<file path="src/siot_defs.vh">
// Constants for the safety I/O status and test-pulse block.
// Assumes a 25 MHz module clock and a plain register port.
// What this block does
// - Off is the safe state: safety outputs off, input data to network off.
// - Self-diagnostics run once after power-up and then periodically.
// - A fatal fault lights the health lamp red and forces all data off.
// - Every point status bit reads one for on or normal, zero for fault.
// - Each input, output and test output has status; outputs have readback.
// - Combined input and output status are the AND of the point status.
// - After a fatal fault the controller cannot rely on status delivery.
// - Each test output can be a pulse source bound to one safety input.
// - Pulse and supply test outputs run from power-up, link or not.
// - A test output in standard mode follows the controller command.
// - A test output in supply mode is held on without pulsing.
// - Pulse mode gives a 500 us off-going pulse every 150 ms.
// - Verified configuration can be locked against change until unlocked.
// - Test pulses are emitted whether the input contact is open or closed.
// - A wiring fault forces that input's data and status bits off.
`ifndef SIOT_DEFS_VH
`define SIOT_DEFS_VH
// Timing
`define SIOT_CLK_MHZ 25
`define SIOT_PULSE_US 500
`define SIOT_PERIOD_MS 150
`define SIOT_DIAG_MS 100
// Register index (address)
`define SIOT_A_CTRL 4'h0
`define SIOT_A_TMODE 4'h1
`define SIOT_A_TASSOC 4'h2
`define SIOT_A_CMD 4'h3
`define SIOT_A_IN_DATA 4'h4
`define SIOT_A_IN_STAT 4'h5
`define SIOT_A_OUT_STAT 4'h6
`define SIOT_A_READBACK 4'h7
`define SIOT_A_IRQ_STAT 4'h8
`define SIOT_A_IRQ_MASK 4'h9
// CTRL fields
`define SIOT_CTRL_LOCK 0
`define SIOT_CTRL_DIAG_OK 1
`define SIOT_CTRL_FATAL 2
// Test output modes, 2 bits per point
`define SIOT_TM_STD 2'h0
`define SIOT_TM_PULSE 2'h1
`define SIOT_TM_SUPPLY 2'h2
// Interrupt status bits
`define SIOT_EV_IN_FAULT 0
`define SIOT_EV_OUT_FAULT 1
`define SIOT_EV_FATAL 2
`define SIOT_EV_DIAG 3
`define SIOT_EV_W 4
`endif

</file>
<file path="src/siot_top.v">
// Safety state, point status and test-pulse logic of a safety I/O module.
// Assumes pins arrive unsynchronised and a register port on ref_clk_i.
`timescale 1ns/1ps
`include "siot_defs.vh"
module siot_top #(
   parameter N_IN = 8,
   parameter N_OUT = 4,
   parameter N_TEST = 4,
   parameter AW_IN = 3,
   parameter CW = 22,
   parameter PULSE_CYC = `SIOT_PULSE_US * `SIOT_CLK_MHZ,
   parameter PERIOD_CYC = `SIOT_PERIOD_MS * 1000 * `SIOT_CLK_MHZ,
   parameter DIAG_CYC = `SIOT_DIAG_MS * 1000 * `SIOT_CLK_MHZ
) (
   // Clock, reset, enable
   input wire ref_clk_i,
   input wire rst_n_i,
   input wire ce_i,
   // Register port
   input wire [3:0] addr_i,
   input wire [15:0] wdata_i,
   input wire wr_i,
   input wire rd_i,
   output reg [15:0] rdata_o,
   // Field pins
   input wire [N_IN-1:0] in_pin_i,
   input wire [N_OUT-1:0] out_fb_i,
   input wire [N_TEST-1:0] test_fb_i,
   input wire diag_err_i,
   output reg [N_OUT-1:0] safe_out_o,
   output reg [N_TEST-1:0] test_out_o,
   // Lamp and interrupt
   output reg lamp_red_o,
   output reg lamp_green_o,
   output reg irq_o
);
   // Diagnostic state machine, one-hot
   localparam [2:0] ST_IDLE = 3'h1;
   localparam [2:0] ST_CHECK = 3'h2;
   localparam [2:0] ST_FAIL = 3'h4;
   reg [N_IN-1:0] in_s1_q, in_q;
   reg [N_OUT-1:0] ofb_s1_q, ofb_q;
   reg [N_TEST-1:0] tfb_s1_q, tfb_q;
   reg err_s1_q, err_q;
   reg lock_q;
   reg [2*N_TEST-1:0] tmode_q, tmode_sh_q;
   reg [AW_IN*N_TEST-1:0] tassoc_q, tassoc_sh_q;
   reg [N_OUT-1:0] out_cmd_q;
   reg [N_TEST-1:0] test_cmd_q;
   reg [N_OUT-1:0] out_d1_q, out_d2_q;
   reg [N_TEST-1:0] tst_d1_q, tst_d2_q;
   reg [N_IN-1:0] in_flt_q, in_data_q, in_stat_q;
   reg [N_OUT-1:0] out_stat_q, rback_q;
   reg [N_TEST-1:0] test_stat_q;
   reg comb_in_q, comb_out_q;
   reg [CW-1:0] per_cnt_q;
   reg pulse_q, pulse_end_q;
   reg [2:0] st_q;
   reg [31:0] diag_cnt_q;
   reg diag_ok_q, fatal_q, diag_evt_q;
   reg [`SIOT_EV_W-1:0] irq_stat_q, irq_mask_q;
   reg [N_IN-1:0] flt_set;
   reg [N_TEST-1:0] test_d;
   reg [15:0] rd_d;
   wire [`SIOT_EV_W-1:0] ev;
   integer t, f;
   // Two-flop synchronisers for every pin input
   always @(posedge ref_clk_i or negedge rst_n_i)
   begin
      if (!rst_n_i)
      begin
         {in_q, in_s1_q} <= {2*N_IN{1'b0}};
         {ofb_q, ofb_s1_q} <= {2*N_OUT{1'b0}};
         {tfb_q, tfb_s1_q} <= {2*N_TEST{1'b0}};
         {err_q, err_s1_q} <= 2'h0;
      end
      else if (ce_i)
      begin
         {in_q, in_s1_q} <= {in_s1_q, in_pin_i};
         {ofb_q, ofb_s1_q} <= {ofb_s1_q, out_fb_i};
         {tfb_q, tfb_s1_q} <= {tfb_s1_q, test_fb_i};
         {err_q, err_s1_q} <= {err_s1_q, diag_err_i};
      end
   end
   // Free-running pulse timer, started by reset, not by the link
   always @(posedge ref_clk_i or negedge rst_n_i)
   begin
      if (!rst_n_i)
      begin
         per_cnt_q <= {CW{1'b0}};
         pulse_q <= 1'b0;
         pulse_end_q <= 1'b0;
      end
      else if (ce_i)
      begin
         if (per_cnt_q == PERIOD_CYC[CW-1:0] - 1'b1)
            per_cnt_q <= {CW{1'b0}};
         else
            per_cnt_q <= per_cnt_q + 1'b1;
         pulse_q <= (per_cnt_q < PULSE_CYC[CW-1:0]);
         pulse_end_q <= (per_cnt_q == PULSE_CYC[CW-1:0]);
      end
   end

   // Test output drive by mode; pulse and supply ignore link state
   always @*
   begin
      for (t = 0; t < N_TEST; t = t + 1)
      begin
         case (tmode_q[2*t +: 2])
            `SIOT_TM_PULSE: test_d[t] = ~pulse_q;
            `SIOT_TM_SUPPLY: test_d[t] = 1'b1;
            default: test_d[t] = test_cmd_q[t];
         endcase
      end
   end
   // Pulse check: at pulse end an input still high has a short
   always @*
   begin
      flt_set = {N_IN{1'b0}};
      for (f = 0; f < N_TEST; f = f + 1)
         if (tmode_q[2*f +: 2] == `SIOT_TM_PULSE && pulse_end_q &&
             in_q[tassoc_q[AW_IN*f +: AW_IN]])
            flt_set[tassoc_q[AW_IN*f +: AW_IN]] = 1'b1;
   end
   // Per-input fault latch, data and status
   genvar g;
   generate
      for (g = 0; g < N_IN; g = g + 1)
      begin : g_in
         always @(posedge ref_clk_i or negedge rst_n_i)
         begin
            if (!rst_n_i)
            begin
               in_flt_q[g] <= 1'b0;
               in_data_q[g] <= 1'b0;
               in_stat_q[g] <= 1'b0;
            end
            else if (ce_i)
            begin
               // Set wins; recovery needs the input back in safe state
               if (flt_set[g])
                  in_flt_q[g] <= 1'b1;
               else if (!in_q[g] && !pulse_q)
                  in_flt_q[g] <= 1'b0;
               in_data_q[g] <= in_q[g] & ~in_flt_q[g] & ~flt_set[g] &
                  ~fatal_q;
               in_stat_q[g] <= ~in_flt_q[g] & ~flt_set[g] &
                  ~fatal_q;
            end
         end
      end
   endgenerate
   // Outputs, readback and point status; fatal forces all off
   always @(posedge ref_clk_i or negedge rst_n_i)
   begin
      if (!rst_n_i)
      begin
         safe_out_o <= {N_OUT{1'b0}};
         test_out_o <= {N_TEST{1'b0}};
         {out_d2_q, out_d1_q} <= {2*N_OUT{1'b0}};
         {tst_d2_q, tst_d1_q} <= {2*N_TEST{1'b0}};
         out_stat_q <= {N_OUT{1'b0}};
         test_stat_q <= {N_TEST{1'b0}};
         rback_q <= {N_OUT{1'b0}};
         {comb_in_q, comb_out_q} <= 2'h0;
         {lamp_red_o, lamp_green_o} <= 2'h0;
      end
      else if (ce_i)
      begin
         safe_out_o <= fatal_q ? {N_OUT{1'b0}} : out_cmd_q;
         test_out_o <= fatal_q ? {N_TEST{1'b0}} : test_d;
         // Delay drive to line up with synchronised feedback
         {out_d2_q, out_d1_q} <= {out_d1_q, safe_out_o};
         {tst_d2_q, tst_d1_q} <= {tst_d1_q, test_out_o};
         out_stat_q <= fatal_q ? {N_OUT{1'b0}} :
            ~(out_d2_q ^ ofb_q);
         test_stat_q <= fatal_q ? {N_TEST{1'b0}} : ~(tst_d2_q ^ tfb_q);
         rback_q <= fatal_q ? {N_OUT{1'b0}} : ofb_q;
         // Gated by fatal so combined bits drop with the point bits
         comb_in_q <= ~fatal_q & (&in_stat_q);
         comb_out_q <= ~fatal_q & (&out_stat_q);
         lamp_red_o <= fatal_q;
         lamp_green_o <= ~fatal_q & diag_ok_q;
      end
   end
   // Self-diagnostics at power-up and after every DIAG_CYC idle cycles
   always @(posedge ref_clk_i or negedge rst_n_i)
   begin
      if (!rst_n_i)
      begin
         st_q <= ST_CHECK;
         diag_cnt_q <= 32'h00000000;
         diag_ok_q <= 1'b0;
         fatal_q <= 1'b0;
         diag_evt_q <= 1'b0;
      end
      else if (ce_i)
      begin
         diag_evt_q <= 1'b0;
         case (st_q)
            ST_IDLE:
            begin
               if (diag_cnt_q == DIAG_CYC - 1)
               begin
                  diag_cnt_q <= 32'h00000000;
                  st_q <= ST_CHECK;
               end
               else
                  diag_cnt_q <= diag_cnt_q + 32'h00000001;
            end
            ST_CHECK:
            begin
               // Config copies must agree and no internal error flagged
               diag_evt_q <= 1'b1;
               if (err_q || tmode_q != tmode_sh_q ||
                   tassoc_q != tassoc_sh_q)
               begin
                  fatal_q <= 1'b1;
                  diag_ok_q <= 1'b0;
                  st_q <= ST_FAIL;
               end
               else
               begin
                  diag_ok_q <= 1'b1;
                  st_q <= ST_IDLE;
               end
            end
            ST_FAIL: st_q <= ST_FAIL; // Held until reset
            default: st_q <= ST_FAIL;
         endcase
      end
   end

   // Configuration registers with lock; shadow copies for diagnostics
   always @(posedge ref_clk_i or negedge rst_n_i)
   begin
      if (!rst_n_i)
      begin
         lock_q <= 1'b0;
         {tmode_q, tmode_sh_q} <= {4*N_TEST{1'b0}};
         {tassoc_q, tassoc_sh_q} <= {2*AW_IN*N_TEST{1'b0}};
         out_cmd_q <= {N_OUT{1'b0}};
         test_cmd_q <= {N_TEST{1'b0}};
         irq_mask_q <= {`SIOT_EV_W{1'b0}};
      end
      else if (ce_i && wr_i)
      begin
         case (addr_i)
            `SIOT_A_CTRL:
               // Lock only after a passed check; unlock any time
               if (!wdata_i[`SIOT_CTRL_LOCK] || diag_ok_q)
                  lock_q <= wdata_i[`SIOT_CTRL_LOCK];
            `SIOT_A_TMODE:
               if (!lock_q)
               begin
                  tmode_q <= wdata_i[2*N_TEST-1:0];
                  tmode_sh_q <= wdata_i[2*N_TEST-1:0];
               end
            `SIOT_A_TASSOC:
               if (!lock_q)
               begin
                  tassoc_q <= wdata_i[AW_IN*N_TEST-1:0];
                  tassoc_sh_q <= wdata_i[AW_IN*N_TEST-1:0];
               end
            `SIOT_A_CMD:
            begin
               out_cmd_q <= wdata_i[N_OUT-1:0];
               test_cmd_q <= wdata_i[8 +: N_TEST];
            end
            `SIOT_A_IRQ_MASK: irq_mask_q <= wdata_i[`SIOT_EV_W-1:0];
            default: lock_q <= lock_q;
         endcase
      end
   end

   // Events: input fault set at pulse end, output fault present, fatal entry, diagnostic pass done
   assign ev = {diag_evt_q & ~fatal_q, diag_evt_q & fatal_q,
                ~comb_out_q & ~fatal_q, |flt_set};

   // Sticky status, write one to clear, set wins over clear
   always @(posedge ref_clk_i or negedge rst_n_i)
   begin
      if (!rst_n_i)
      begin
         irq_stat_q <= {`SIOT_EV_W{1'b0}};
         irq_o <= 1'b0;
      end
      else if (ce_i)
      begin
         if (wr_i && addr_i == `SIOT_A_IRQ_STAT)
            irq_stat_q <= (irq_stat_q & ~wdata_i[`SIOT_EV_W-1:0]) | ev;
         else
            irq_stat_q <= irq_stat_q | ev;
         irq_o <= |(irq_stat_q & irq_mask_q);
      end
   end

   // Read mux; status groups read zero after a fatal fault
   always @*
   begin
      rd_d = 16'h0000;
      case (addr_i)
         `SIOT_A_CTRL: rd_d[2:0] = {fatal_q, diag_ok_q, lock_q};
         `SIOT_A_TMODE: rd_d[2*N_TEST-1:0] = tmode_q;
         `SIOT_A_TASSOC: rd_d[AW_IN*N_TEST-1:0] = tassoc_q;
         `SIOT_A_CMD:
         begin
            rd_d[N_OUT-1:0] = out_cmd_q;
            rd_d[8 +: N_TEST] = test_cmd_q;
         end
         `SIOT_A_IN_DATA: rd_d[N_IN-1:0] = in_data_q;
         `SIOT_A_IN_STAT: rd_d[N_IN-1:0] = in_stat_q;
         `SIOT_A_OUT_STAT:
         begin
            rd_d[N_OUT-1:0] = out_stat_q;
            rd_d[8 +: N_TEST] = test_stat_q;
            rd_d[15:14] = {comb_out_q, comb_in_q};
         end
         `SIOT_A_READBACK: rd_d[N_OUT-1:0] = rback_q;
         `SIOT_A_IRQ_STAT: rd_d[`SIOT_EV_W-1:0] = irq_stat_q;
         `SIOT_A_IRQ_MASK: rd_d[`SIOT_EV_W-1:0] = irq_mask_q;
         default: rd_d = 16'h0000;
      endcase
   end

   // Read data stands one cycle after the strobe only
   always @(posedge ref_clk_i or negedge rst_n_i)
   begin
      if (!rst_n_i)
         rdata_o <= 16'h0000;
      else if (ce_i)
         rdata_o <= rd_i ? rd_d : 16'h0000;
   end
endmodule // siot_top

</file>
<file path="config.mk">
export PLATFORM = sky130hd
export DESIGN_NAME = siot_top
export DESIGN_NICKNAME = d
export VERILOG_FILES = /design/src/siot_top.v
export VERILOG_INCLUDE_DIRS = /design/src
export SDC_FILE = /design/constraint.sdc
export NUM_CORES = 1
export LEC_CHECK = 0
export BUFFER_PORTS_ARGS = -buffer_cell sky130_fd_sc_hd__buf_2
export CORE_MARGIN = 2
export CORE_UTILIZATION = 35
export CTS_CLUSTER_DIAMETER = 100
export DETAILED_ROUTE_END_ITERATION = 10
export HOLD_SLACK_MARGIN = 0.08
export SLEW_MARGIN = 20
export SYNTH_ARGS = -nofsm -noshare
export SYNTH_HDL_FRONTEND = slang
export SYNTH_SLANG_ARGS = --single-unit
export TNS_END_PERCENT = 1
</file>
<file path="constraint.sdc">
create_clock -name ref_clk_i -period 4.49 [get_ports ref_clk_i]
set_input_delay 0.2245 -clock ref_clk_i [delete_from_list [all_inputs] [get_ports ref_clk_i]]
set_output_delay 0.2245 -clock ref_clk_i [all_outputs]
set_load 0.01 [all_outputs]
</file>
; Yosys cells after proc, flatten, opt, wreduce, memory -nomap -nowiden
; Index checks and enable logic that the tools add are counted.
[totals]
ff_bits = 214
latch_bits = 0
ramBits = 0
rom_bits = 0
inputBits = 42
out_inout_bits = 27
n_memories = 0
[classes]
add_sub_neg = 2
n_mul = 0
div = 0
n_lt_le_gt_ge = 9
n_eq_ne = 23
shift = 0
muxes = 59
bitwise = 78
reduce_logical = 63
[ops]
columns = op, count
row1 = $and 1x1->1, 46
row2 = $add 32x1->32 const B, 1
row3 = $eq 32x22->1 const B, 1
row4 = $mux 32, 1
row5 = $mux 8, 4
row6 = $pmux 3 s10, 1
row7 = $mux 1, 26
row8 = $reduce_and 2->1, 13
row9 = $mux 4, 6
row10 = $or 8x8->8, 3
row11 = $add 22x1->22 const B, 1
row12 = $eq 22x14->1 const B, 1
row13 = $eq 22x22->1 const B, 1
row14 = $logic_and 1x1->1, 22
row15 = $lt 22x14->1 const B, 1
row16 = $mux 22, 1
row17 = $not 1->1, 20
row18 = $eq 4x3->1 const B, 4
row19 = $lt 3x4->1 const B, 4
row20 = $mux 16, 1
row21 = $pmux 4 s4, 1
row22 = $reduce_bool 2->1, 8
row23 = $bmux 1 s3, 4
row24 = $demux 1 s3, 4
row25 = 27 further kinds, 59

; Depth between registers and ports, before layout
; Gate-level depths: netlist of run 1.
[depth]
depth_word = 14
ltp_mapped = 7
mapped_depth_nobuf = 7

; Worst setup path after synthesis of run 1
; Ideal clock, no wire load.
[synth_timing]
path_kind = register to register
start = register tmode_sh_q[2] (netlist name)
end = register irq_stat_q[0]
setup_time_ns = 0.126
arrival_ns = 1.672
required_ns = 4.364
setup_slack_ns = 2.692
path_stages_with_launch = 7
n_path_buf = 0
synth_period_minus_slack_ns = 1.798
path_cell_list = dfrtp_1 ha_1 nand3b_1 o22ai_1 o31a_1 a211o_1 o32a_1
[synth_rtl]
columns = element, line
row1 = "end signal, assigned", siot_top.v:286  ; irq_stat_q <= {`SIOT_EV_W{1'b0}};
row2 = "end signal, assigned", siot_top.v:292  ; irq_stat_q <= (irq_stat_q & ~wdata_i[`SIOT_EV_W-1:0]) | ev;
row3 = "end signal, assigned", siot_top.v:294  ; irq_stat_q <= irq_stat_q | ev;
row4 = "end, declared", siot_top.v:61  ; reg [`SIOT_EV_W-1:0] irq_stat_q, irq_mask_q;

==> results.tsv, run 1 <==
metric	value	unit
run_status	completed	
setup_viol	0	
layout_min_cycle_time	2.248	ns
dr_total_vias	7308	
hold_viol	0	
syn_inst	918	
clock_sinks	212	
synth_compound_area_share	11.62	%
p_comb_share	13.8	%
slowest_delay	0.64	ns
grt_setup_unrepaired	false	
worst-path-buf-inv	1	
area_delta_synth_final	17.22	%
internal_power	3.709	mW
fp.dieArea	0.03045	sq mm
synth_xor_area_share	4.649	%
leakagePower	5.263	nW
slowest_stage	nor4_1	
cts_tree	built	
synthTopCellsByArea	dfrtp_1 (52%), mux2_2 (7.3%), nand2_1 (3.0%)	
ctsLongestPathBuffers	3	
syn_area_per_cell	11.08	sq um
switching_share	27.16	%
clkTransAtPathRegs	0.06	ns
port-buffer-count	62	
crit_family	simple AND/OR/NAND/NOR gates	
r2r-start	tmode_sh_q[1]$_DFFE_PN0P_	
ys_warn_count	0	
gp_congestion	0.8454	
p_sw	1.383	mW
synth_edf_count	0	
synth_simple_gate_area_share	16.92	%
place_inst	1328	
grt_use_total	15.97	%
crit_end	irq_stat_q[0]$_DFFE_PN0P_	
fill_cells	2748	
multiInputGateArea	0.004511	sq mm
async_flop_share	100.0	%
ff2ff_setup_slack	2.24	ns
critical_path.startpoint_type	register	
start_util	35.54	%
cts_buffers	23	
grt_pass1_vias	7367	
diodes	0	
die_h	174.5	um
syn-cell-area	0.01017	sq mm
end_kind	register	
cts_hold_buffers	31	
clk_root_buffer_cell	clkbuf_16	
final_cell_count_no_fill	1400	
overflow	0	
nets	1053	
synth_largest_area_cell	dfrtp_1	
ant_nets	0	
rr_endpoint	irq_stat_q[0]$_DFFE_PN0P_	
crit_path_max_fanout	4	
totalWireLength	23990	um
drtIter0Drc	533	
pwr-share-clk	38.1	%
ys_types	76	
ctsResizeCount	0	
cpMostUsedCell	nor4_1	
vias_per_cell	5.220	
synth_top_family_by_area	simple AND/OR/NAND/NOR gates	
fmax	444.9	MHz
post-dp-hpwl	16120	um
seqPwrFrac	48.2	%
core-area	0.02863	sq mm
ys_seq_elements	212	
ys_seq_area_share	52.16	%
rr_worst_depth	7	
crit_arrival	2.63	ns
drc	0	
post_route_cells_drive_above_1_share	19.88	%
worstPathCellList	inv_1 -> ha_1 -> nand3_1 -> nor4_1 -> nor4_1 -> nand4_1 -> o32a_1	
synth_top_area_share	51.90	%
grt_start_max_net_pins	128	
place_area	0.01084	sq mm
crit_type	reg2reg	
grt_pass1_wl	39690	um
cts_setup_buffers	0	
synthAdderAreaFrac	1.353	%
io_pins	69	
cp.required	4.87	ns
maxCapViolCount	0	
seq_area	0.005306	sq mm
fp.dieW	174.5	um
wl_per_cell	17.13	um
h-tree-depth	1	
drv_slew	0	
hold_path_class	in2reg	
worst_pin_slew	0.9535	ns
synthMuxAreaShare	9.716	%
finalClockSkew	0.01356	ns
synth.most_common_cell	dfrtp_1	
power.density	427.0	mW/mm^2
synth_ff_type	dfrtp_1	
antenna_found_initial	0	
synth_common_cells	dfrtp_1 (211), nand2_1 (81), mux2_2 (66)	
num_rows	62	
vdd_ir_drop_max	0.0002080	V
clock_insertion_delay_worst_skew	0.51	ns
layout_worst_path_cycle_share	50.06	%
path_depth	7	
fin_setup_tns	0	ns
drt_pass1_iterations	5	
finalInstanceArea	0.01193	sq mm
cp-startpoint	tmode_sh_q[1]$_DFFE_PN0P_	
relSlewSlack	36.43	%
==> registers in the layout (all words and copies together) (netlist names), 8 cells and up <==
signal,count
in_q,8
in_data_q,8
diag_cnt_q,32
in_flt_q,8
rdata_o,14
in_stat_q,8
in_s1_q,8
tmode_sh_q,8
per_cnt_q,22
tassoc_sh_q,12
==> metrics by stage <==
step | power [mW] | worst slack [ns] | hold slack [ns] | util, %
6_report | 5.092 | 2.242 | 0.2320 | 41.66
3_5_place_dp | 3.165 | 1.942 | 0.4171 | 37.87
3_3_place_gp | 3.148 | 1.990 | 0.4230 | 37.87
5_1_grt | 5.364 | 2.159 | 0.2474 | 41.66
4_1_cts | 5.148 | 2.277 | 0.2217 | 41.66
2_1_floorplan | 2.879 | 2.692 | -0.07109 | -
==> routing by layer <==
layer | track usage, % | part of all wire (%)
met2 | 25.38 | 45
met1 | 22.87 | 48
met5 | 0 | 0
met4 | 4.306 | 2.5
met3 | 2.297 | 4.6
==> area by class of cell <==
type / count / area share, %
Inverter: 43 / 1.353
Sequential cell: 212 / 44.50
Tap cell: 384 / 4.029
Clock inverter: 10 / 1.091
Timing Repair Buffer: 99 / 5.792
Clock buffer: 31 / 5.414
Multi-Input combinational cell: 621 / 37.82
==> worst min-delay path, cell delays in order <==
cell     delay [ns]
buf_4          0.25
nand2_1        0.13
o22ai_1        0.05
==> power by group through the flow <==
stage	clock network, mW	registers (mW)	logic (mW)
floorplan	0	2.39	0.494
global placement	0	2.48	0.669
detailed placement	0	2.48	0.683
CTS	1.99	2.45	0.709
global route	2.08	2.50	0.784
finish	1.94	2.45	0.701
==> layout by cell type (no fill, tap or decap), types with 5 or more instances in the layout <==
cell type / count
or3_1: 6
dfrtp_1: 211
nand2b_1: 13
o22ai_1: 10
nor3b_1: 5
nand3b_1: 12
clkbuf_16: 23
mux2_4: 10
nor3_1: 21
buf_2: 60
a21oi_1: 14
nand3_1: 21
and2_1: 5
ha_1: 11
nor2_1: 42
nand2_1: 81
xnor2_1: 27
buf_4: 6
nor2b_1: 6
mux2i_1: 5
and4_1: 6
o41ai_1: 8
nand4b_1: 5
dlygate4sd3_1: 31
inv_1: 41
o21ai_0: 54
a22oi_1: 12
and3_1: 14
mux2_2: 66
nand4_1: 21
o2bb2ai_1: 28
nor4_1: 13
xor2_1: 27
clkinv_2: 5
==> worst min path at each step <==
stage | startpoint | depth (start not counted) | to | slack [ns]
2_1_floorplan | rst_n_i | 0 | comb_in_q$_DFFE_PN0P_ | -0.07
3_3_place_gp | rst_n_i | 1 | rdata_o[4]$_DFFE_PN0P_ | 0.42
3_5_place_dp | rst_n_i | 1 | in_flt_q[6]$_DFFE_PN0P_ | 0.42
4_1_cts | ce_i | 3 | per_cnt_q[1]$_DFFE_PN0P_ | 0.22
5_1_grt | ce_i | 3 | per_cnt_q[1]$_DFFE_PN0P_ | 0.25
6_report | ce_i | 3 | per_cnt_q[1]$_DFFE_PN0P_ | 0.23
==> kinds of logic (layout without fill, tap and decap cells) <==
family / after synthesis / count (layout)
AOI/OAI and AO/OA: 170 / 170
xor gates and xnor gates: 54 / 54
adders and majority gates: 11 / 11
buffers and inverters: 86 / 183
DFF: 212 / 212
muxes: 84 / 84
other: 1 / 2
and+or+nand+nor: 300 / 300
No activity file was read; power rests on OpenSTA's default activity.
==> run 2, diff against run 1 <==
- ABC_AREA: default -> 1
- clock period: 4.49 -> 2.21 ns (I/O delays scaled with it)
==> run 2 against run 1 <==
- clock skew increased by 0.011 ns
- hold slack worse by 0.12 ns
- clock-buffer cell count is 7 higher
- die area rose by 4.2%
- sequential power grew 81%
- synthesized cell count increased by 42%
- global-route usage grew 2.5 points
- final area grew 6.3%
- register-to-register slack worse by 2.1 ns
- first-iteration DRC count is 9.0% higher
- non-clock buffer count up 18
- highest routed layer unchanged
==> results.tsv, run 2 <==
metric	value	unit
hold_viol	0	
clock_sinks	212	
final_core_util	42.66	%
leakagePower	6.176	nW
synth_simple_gate_area_share	25.42	%
ff2ff_setup_slack	0.16	ns
grt_pass1_vias	8924	
crit_end	irq_stat_q[0]$_DFFE_PN0P_	
seqPwrFrac	43.6	%
layout_worst_path_cycle_share	92.69	%
p_comb_share	12.6	%
rr_worst_depth	12	
drc	0	
finalClockSkew	0.02446	ns
synthTopCellsByArea	dfrtp_1 (50%), nand2_1 (11%), inv_1 (6.2%)	
cts_setup_buffers	0	
antenna_found_initial	0	
h-tree-depth	1	
clock_insertion_delay_worst_skew	0.55	ns
fp.dieW	178.1	um
drt_pass1_iterations	7	
relSlewSlack	49.05	%
clkTransAtPathRegs	0.06	ns
setup_viol	0	
synth_xor_area_share	2.064	%
wl_per_cell	15.85	um
largest_reg_flops	32	
p_sw	2.832	mW
power.density	802.4	mW/mm^2
start_util	35.70	%
ctsLongestPathBuffers	3	
grt_use_total	18.44	%
synth_common_cells	nand2_1 (312), dfrtp_1 (211), inv_1 (175)	
fp.dieArea	0.03172	sq mm
drv_slew	0	
ys_types	53	
cp.required	2.65	ns
ys_seq_elements	212	
layout_commonest_cell	nand2_1	
layout_min_cycle_time	2.048	ns
clk_root_buffer_cell	clkbuf_16	
cts_tree	built	
crit_arrival	2.48	ns
synthMuxAreaShare	0	%
dr_total_vias	9138	
synth_ff_type	dfrtp_1	
internal_power	7.340	mW
synth_compound_area_share	12.75	%
synth_top_family_by_area	simple AND/OR/NAND/NOR gates	
async_flop_share	100.0	%
fmax	488.2	MHz
vias_per_cell	5.037	
switching_share	27.84	%
cpMostUsedCell	nand2_1	
slowest_delay	0.50	ns
diodes	0	
worstPathCellList	inv_4 -> nand2_1 -> nand3_1 -> nand4_2 -> nand3_1 -> nand3_1 -> nor2_1 -> nand2_1 -> nor2_1 -> nand2_1 -> nand2_1 -> nand2_1	
nets	1459	
syn_inst	1301	
area_delta_synth_final	19.48	%
final_cell_mix	nand2_1 (312), dfrtp_1 (209), inv_1 (168)	
overflow	0	
synth.most_common_cell	nand2_1	
io_pins	69	
grt_setup_unrepaired	false	
gp_congestion	0.9035	
maxCapViolCount	0	
cp-startpoint	tassoc_sh_q[3]$_DFFE_PN0P_	
r2r-start	tassoc_sh_q[3]$_DFFE_PN0P_	
core-area	0.02972	sq mm
syn_area_per_cell	8.155	sq um
slowest_stage	dfrtp_1	
crit_path_max_fanout	10	
grt_pass1_wl	46710	um
top_regs	diag_cnt_q: 32 flops, per_cnt_q: 22 flops, rdata_o: 14 flops	
pwr-share-clk	43.7	%
critical_path.startpoint_type	register	
synth_largest_area_cell	dfrtp_1	
end_kind	register	
synth_top_area_share	49.76	%
totalWireLength	28750	um
synth_edf_count	0	
ys_warn_count	0	
syn-cell-area	0.01061	sq mm
cts_buffers	26	
ys_seq_area_share	50.01	%
ant_nets	0	
synthAdderAreaFrac	1.297	%
drtIter0Drc	581	
grt_start_max_net_pins	75	
die_h	178.1	um
rr_endpoint	irq_stat_q[0]$_DFFE_PN0P_	
hold_path_class	in2async	
worst_pin_slew	0.7560	ns
post-dp-hpwl	20530	um
run_status	completed	
port-buffer-count	62	
post_route_cells_drive_above_1_share	12.29	%
num_rows	63	
crit_type	reg2reg	
fin_setup_tns	0	ns
vdd_ir_drop_max	0.0005745	V
largest-register	diag_cnt_q	
## run 2: cell count changes after synthesis, moves of 25 or more
| cell | previous run | this run |
|---|---|---|
| inv_1 | 42 | 175 |
| mux2_2 | 66 | 0 |
| nand2_1 | 81 | 312 |
| nand3_1 | 21 | 88 |
| nor2_1 | 42 | 98 |
| o21ai_0 | 54 | 113 |
| o2bb2ai_1 | 28 | 0 |
| xnor2_1 | 27 | 2 |
## run 2: worst min-delay path by stage
stage          startpoint  depth (start not counted)                       to
4_1_cts           rst_n_i                          2  tst_d2_q[0]$_DFFE_PN0P_
3_5_place_dp      rst_n_i                          1  tst_d2_q[0]$_DFFE_PN0P_
3_3_place_gp      rst_n_i                          1     tfb_q[0]$_DFFE_PN0P_
5_1_grt           rst_n_i                          2  tst_d2_q[0]$_DFFE_PN0P_
6_report          rst_n_i                          2  tst_d2_q[0]$_DFFE_PN0P_
2_1_floorplan     rst_n_i                          0    comb_in_q$_DFFE_PN0P_
## run 2: area by class of cell
cell class / count / area [sq um]
tap: 390 / 488.0
multi-input combinational: 865 / 4414
timing repair buffer: 117 / 860.8
sequential: 212 / 5309
inverter: 184 / 693.2
clock inverter: 8 / 146.4
clock buffer: 38 / 765.7
fill: 2928 / 17040
## run 2: power by group through the flow
stage,Sequential [mW],Clock (mW),Combinational [mW]
CTS,4.43,4.56,1.29
detailed placement,4.49,0,1.23
global placement,4.49,0,1.21
floorplan,4.39,0,0.845
finish,4.44,4.45,1.29
global route,4.47,4.72,1.47
## run 2: critical path: cells and delay by family (launching register included)
| family | cells | cell delay (ns) |
|---|---|---|
| and+or+nand+nor | 11 | 1.24 |
| DFF | 1 | 0.50 |
| buffers and inverters | 1 | 0.19 |
## run 2: cells by family after synthesis
logic type | after synthesis
compound gates | 229
xor+xnor | 25
fa+ha+maj | 11
buf+inv | 225
flops | 212
other cells | 1
simple gates | 598
## run 2: layer usage
layer	part of all wire (%)	wire length, um	global-route usage [%]
met1	45	12910	25.07
met2	47	13420	30.26
met3	5.2	1502	2.813
met4	3.2	913	5.806
met5	0	0	0
## run 2: repair_timing
| item | in CTS | in global routing |
|---|---|---|
| resized for setup | 0 | 10 |
| hold endpoints to repair | 276 | 0 |
| hold buffers | 35 | 0 |
| setup endpoints to repair | 0 | 1 |
## run 2: per-stage QoR
step / std cells / total power [mW] / instance area, sq um / hold WS [ns] / worst slack [ns]
after global routing: 1814 / 10.66 / 12680 / 0.1482 / 0.01033
after global placement: 1733 / 5.701 / 11410 / 0.1372 / 0.1894
final: 1814 / 10.17 / 12680 / 0.1077 / 0.1617
after detailed placement: 1733 / 5.722 / 11410 / 0.1296 / 0.1854
after CTS: 1814 / 10.28 / 12670 / 0.1347 / 0.1746
after floorplan: 1302 / 5.234 / 10610 / -0.1851 / 0.5131
==> run 3, diff against run 2 <==
- CORE_ASPECT_RATIO: default -> 1.4
- GPL_ROUTABILITY_DRIVEN: default -> 0
==> run 3 against run 2 <==
- global-route usage grew 1.2 points
- flip-flop and latch count is the same
- critical path type unchanged
- largest power group is now registers
- critical path depth increased by 2
- setup slack gained 0.023 ns
- via count up 2.7%
- combinational power hardly changed
- sequential share of layout area up 0.30 points
==> results.tsv, run 3 (synthesized netlist as in run 2, its figures left out) <==
metric	value	unit
relSlewSlack	53.93	%
place_area	0.01143	sq mm
overflow	0	
antenna_found_initial	0	
clock_sinks	212	
run_status	completed	
power.density	784.2	mW/mm^2
pwr-share-clk	41.8	%
crit_path_max_fanout	8	
post-dp-hpwl	22370	um
top_regs	diag_cnt_q: 32 flops, per_cnt_q: 22 flops, rdata_o: 14 flops	
largest-register	diag_cnt_q	
end_kind	register	
drv_slew	0	
hold_viol	0	
grt_use_total	19.60	%
cp.required	2.63	ns
finalClockSkew	0.01567	ns
grt_start_max_net_pins	82	
dpl_worst_slack	0.2031	ns
switching_share	28.72	%
crit_family	simple AND/OR/NAND/NOR gates	
die_h	210.0	um
fill_cells	3004	
grt_setup_unrepaired	false	
num_rows	75	
totalWireLength	30370	um
grt_pass1_wl	48730	um
start_util	35.44	%
leakagePower	6.161	nW
vias_per_cell	5.189	
cts_setup_buffers	0	
layout_min_cycle_time	2.026	ns
drt_pass1_iterations	5	
drc	0	
wl_per_cell	16.80	um
maxCapViolCount	0	
largest_reg_flops	32	
fp.dieArea	0.03174	sq mm
h-tree-depth	1	
path_depth	14	
ff2ff_setup_slack	0.18	ns
rr_worst_depth	14	
internal_power	7.033	mW
cts_tree	built	
final_cell_mix	nand2_1 (312), dfrtp_1 (211), inv_1 (171)	
fmax	493.6	MHz
cpMostUsedCell	nand2_1	
fin_setup_tns	0	ns
dr_total_vias	9381	
hold_path_class	in2async	
area_delta_synth_final	18.59	%
clkTransAtPathRegs	0.06	ns
worstPathCellList	inv_1 -> nand2_1 -> nand3_1 -> nand2_1 -> inv_1 -> nand2_1 -> nand4_1 -> nand3_1 -> nor2_1 -> nand2_1 -> nor2_1 -> nand2_1 -> nand2_1 -> nand2_1	
layout_commonest_cell	nand2_1	
finalInstanceArea	0.01258	sq mm
crit_arrival	2.45	ns
seqPwrFrac	45.2	%
critical_path.startpoint_type	register	
port-buffer-count	62	
fp.dieW	151.2	um
io_pins	69	
post_route_cells_drive_above_1_share	12.51	%
cts_buffers	24	
layout_worst_path_cycle_share	91.66	%
p_sw	2.834	mW
setup_ws	0.1843	ns
worst-path-buf-inv	2	
grt_pass1_vias	9247	
setup_viol	0	
p_comb_share	13.0	%
hold_ws	0.1581	ns
nets	1460	
drtIter0Drc	634	
vdd_ir_drop_max	0.0005839	V
clk_root_buffer_cell	clkbuf_16	
crit_type	reg2reg	
slowest_stage	dfrtp_1	
diodes	0	
worst_pin_slew	0.6894	ns
slowest_delay	0.39	ns
core-area	0.02994	sq mm
ant_nets	0	
clock_insertion_delay_worst_skew	0.54	ns
ctsLongestPathBuffers	3	
[run 3: cell types whose count changed in the layout (fill, tap and decap cells not counted), sizes merged]
cell,delta
buf,+5
clkbuf,-10
clkinv,+6
clkinvlp,-1
dlygate4sd3,-2
inv,+1
[run 3: worst paths after layout]
| kind | from | endpoint |
|---|---|---|
| worst max-delay path | in_q[4]$_DFFE_PN0P_ | irq_stat_q[0]$_DFFE_PN0P_ |
| worst min-delay path | rst_n_i | irq_mask_q[0]$_DFFE_PN0P_ |
| worst max register to register | in_q[4]$_DFFE_PN0P_ | irq_stat_q[0]$_DFFE_PN0P_ |
| worst min register to register | st_q[1]$_DFFE_PN1P_ | st_q[1]$_DFFE_PN1P_ |
| max in group asynchronous | rst_n_i | per_cnt_q[17]$_DFFE_PN0P_ |
| min in group ref_clk_i | addr_i[0] | lock_q$_DFFE_PN0P_ |
[run 3: metal layers]
metal / vias to the layer above / GRT usage, % / routed length [um]
li1: 4508 / - / -
met1: 4528 / 22.23 / 11500
met2: 261 / 35.91 / 15910
met3: 84 / 2.792 / 1523
met4: 0 / 8.927 / 1426
met5: - / 0 / 0
[run 3: through the flow]
stage / util (%) / cells / power [mW]
floorplan: - / 1302 / 5.234
global placement: 38.18 / 1733 / 5.726
detailed placement: 38.18 / 1733 / 5.753
CTS: 42.00 / 1808 / 9.923
global route: 42.03 / 1808 / 10.31
finish: 42.03 / 1808 / 9.867
[run 3: power groups by stage]
stage,sequential [mW],combinational [mW],clock (mW)
final,4.46,1.28,4.13
after global routing,4.49,1.46,4.36
after CTS,4.45,1.29,4.19
after detailed placement,4.52,1.24,0
after global placement,4.51,1.21,0
after floorplan,4.39,0.845,0
[run 3: area by class of cell]
type                       count  area (sq um)  area share (%)
timing repair buffer         120         865.8           6.881
multi-input combinational    865          4422           35.14
sequential                   212          5306           42.17
tap                          385         481.7           3.829
clock inverter                14         167.7           1.333
clock buffer                  28         645.6           5.131
inverter                     184         693.2           5.509
[run 3: what timing repair did]
item,CTS,global route
hold buffers,33,0
endpoints found under the setup margin,0,1
gates resized for setup,0,8
endpoints found under the hold margin,201,0
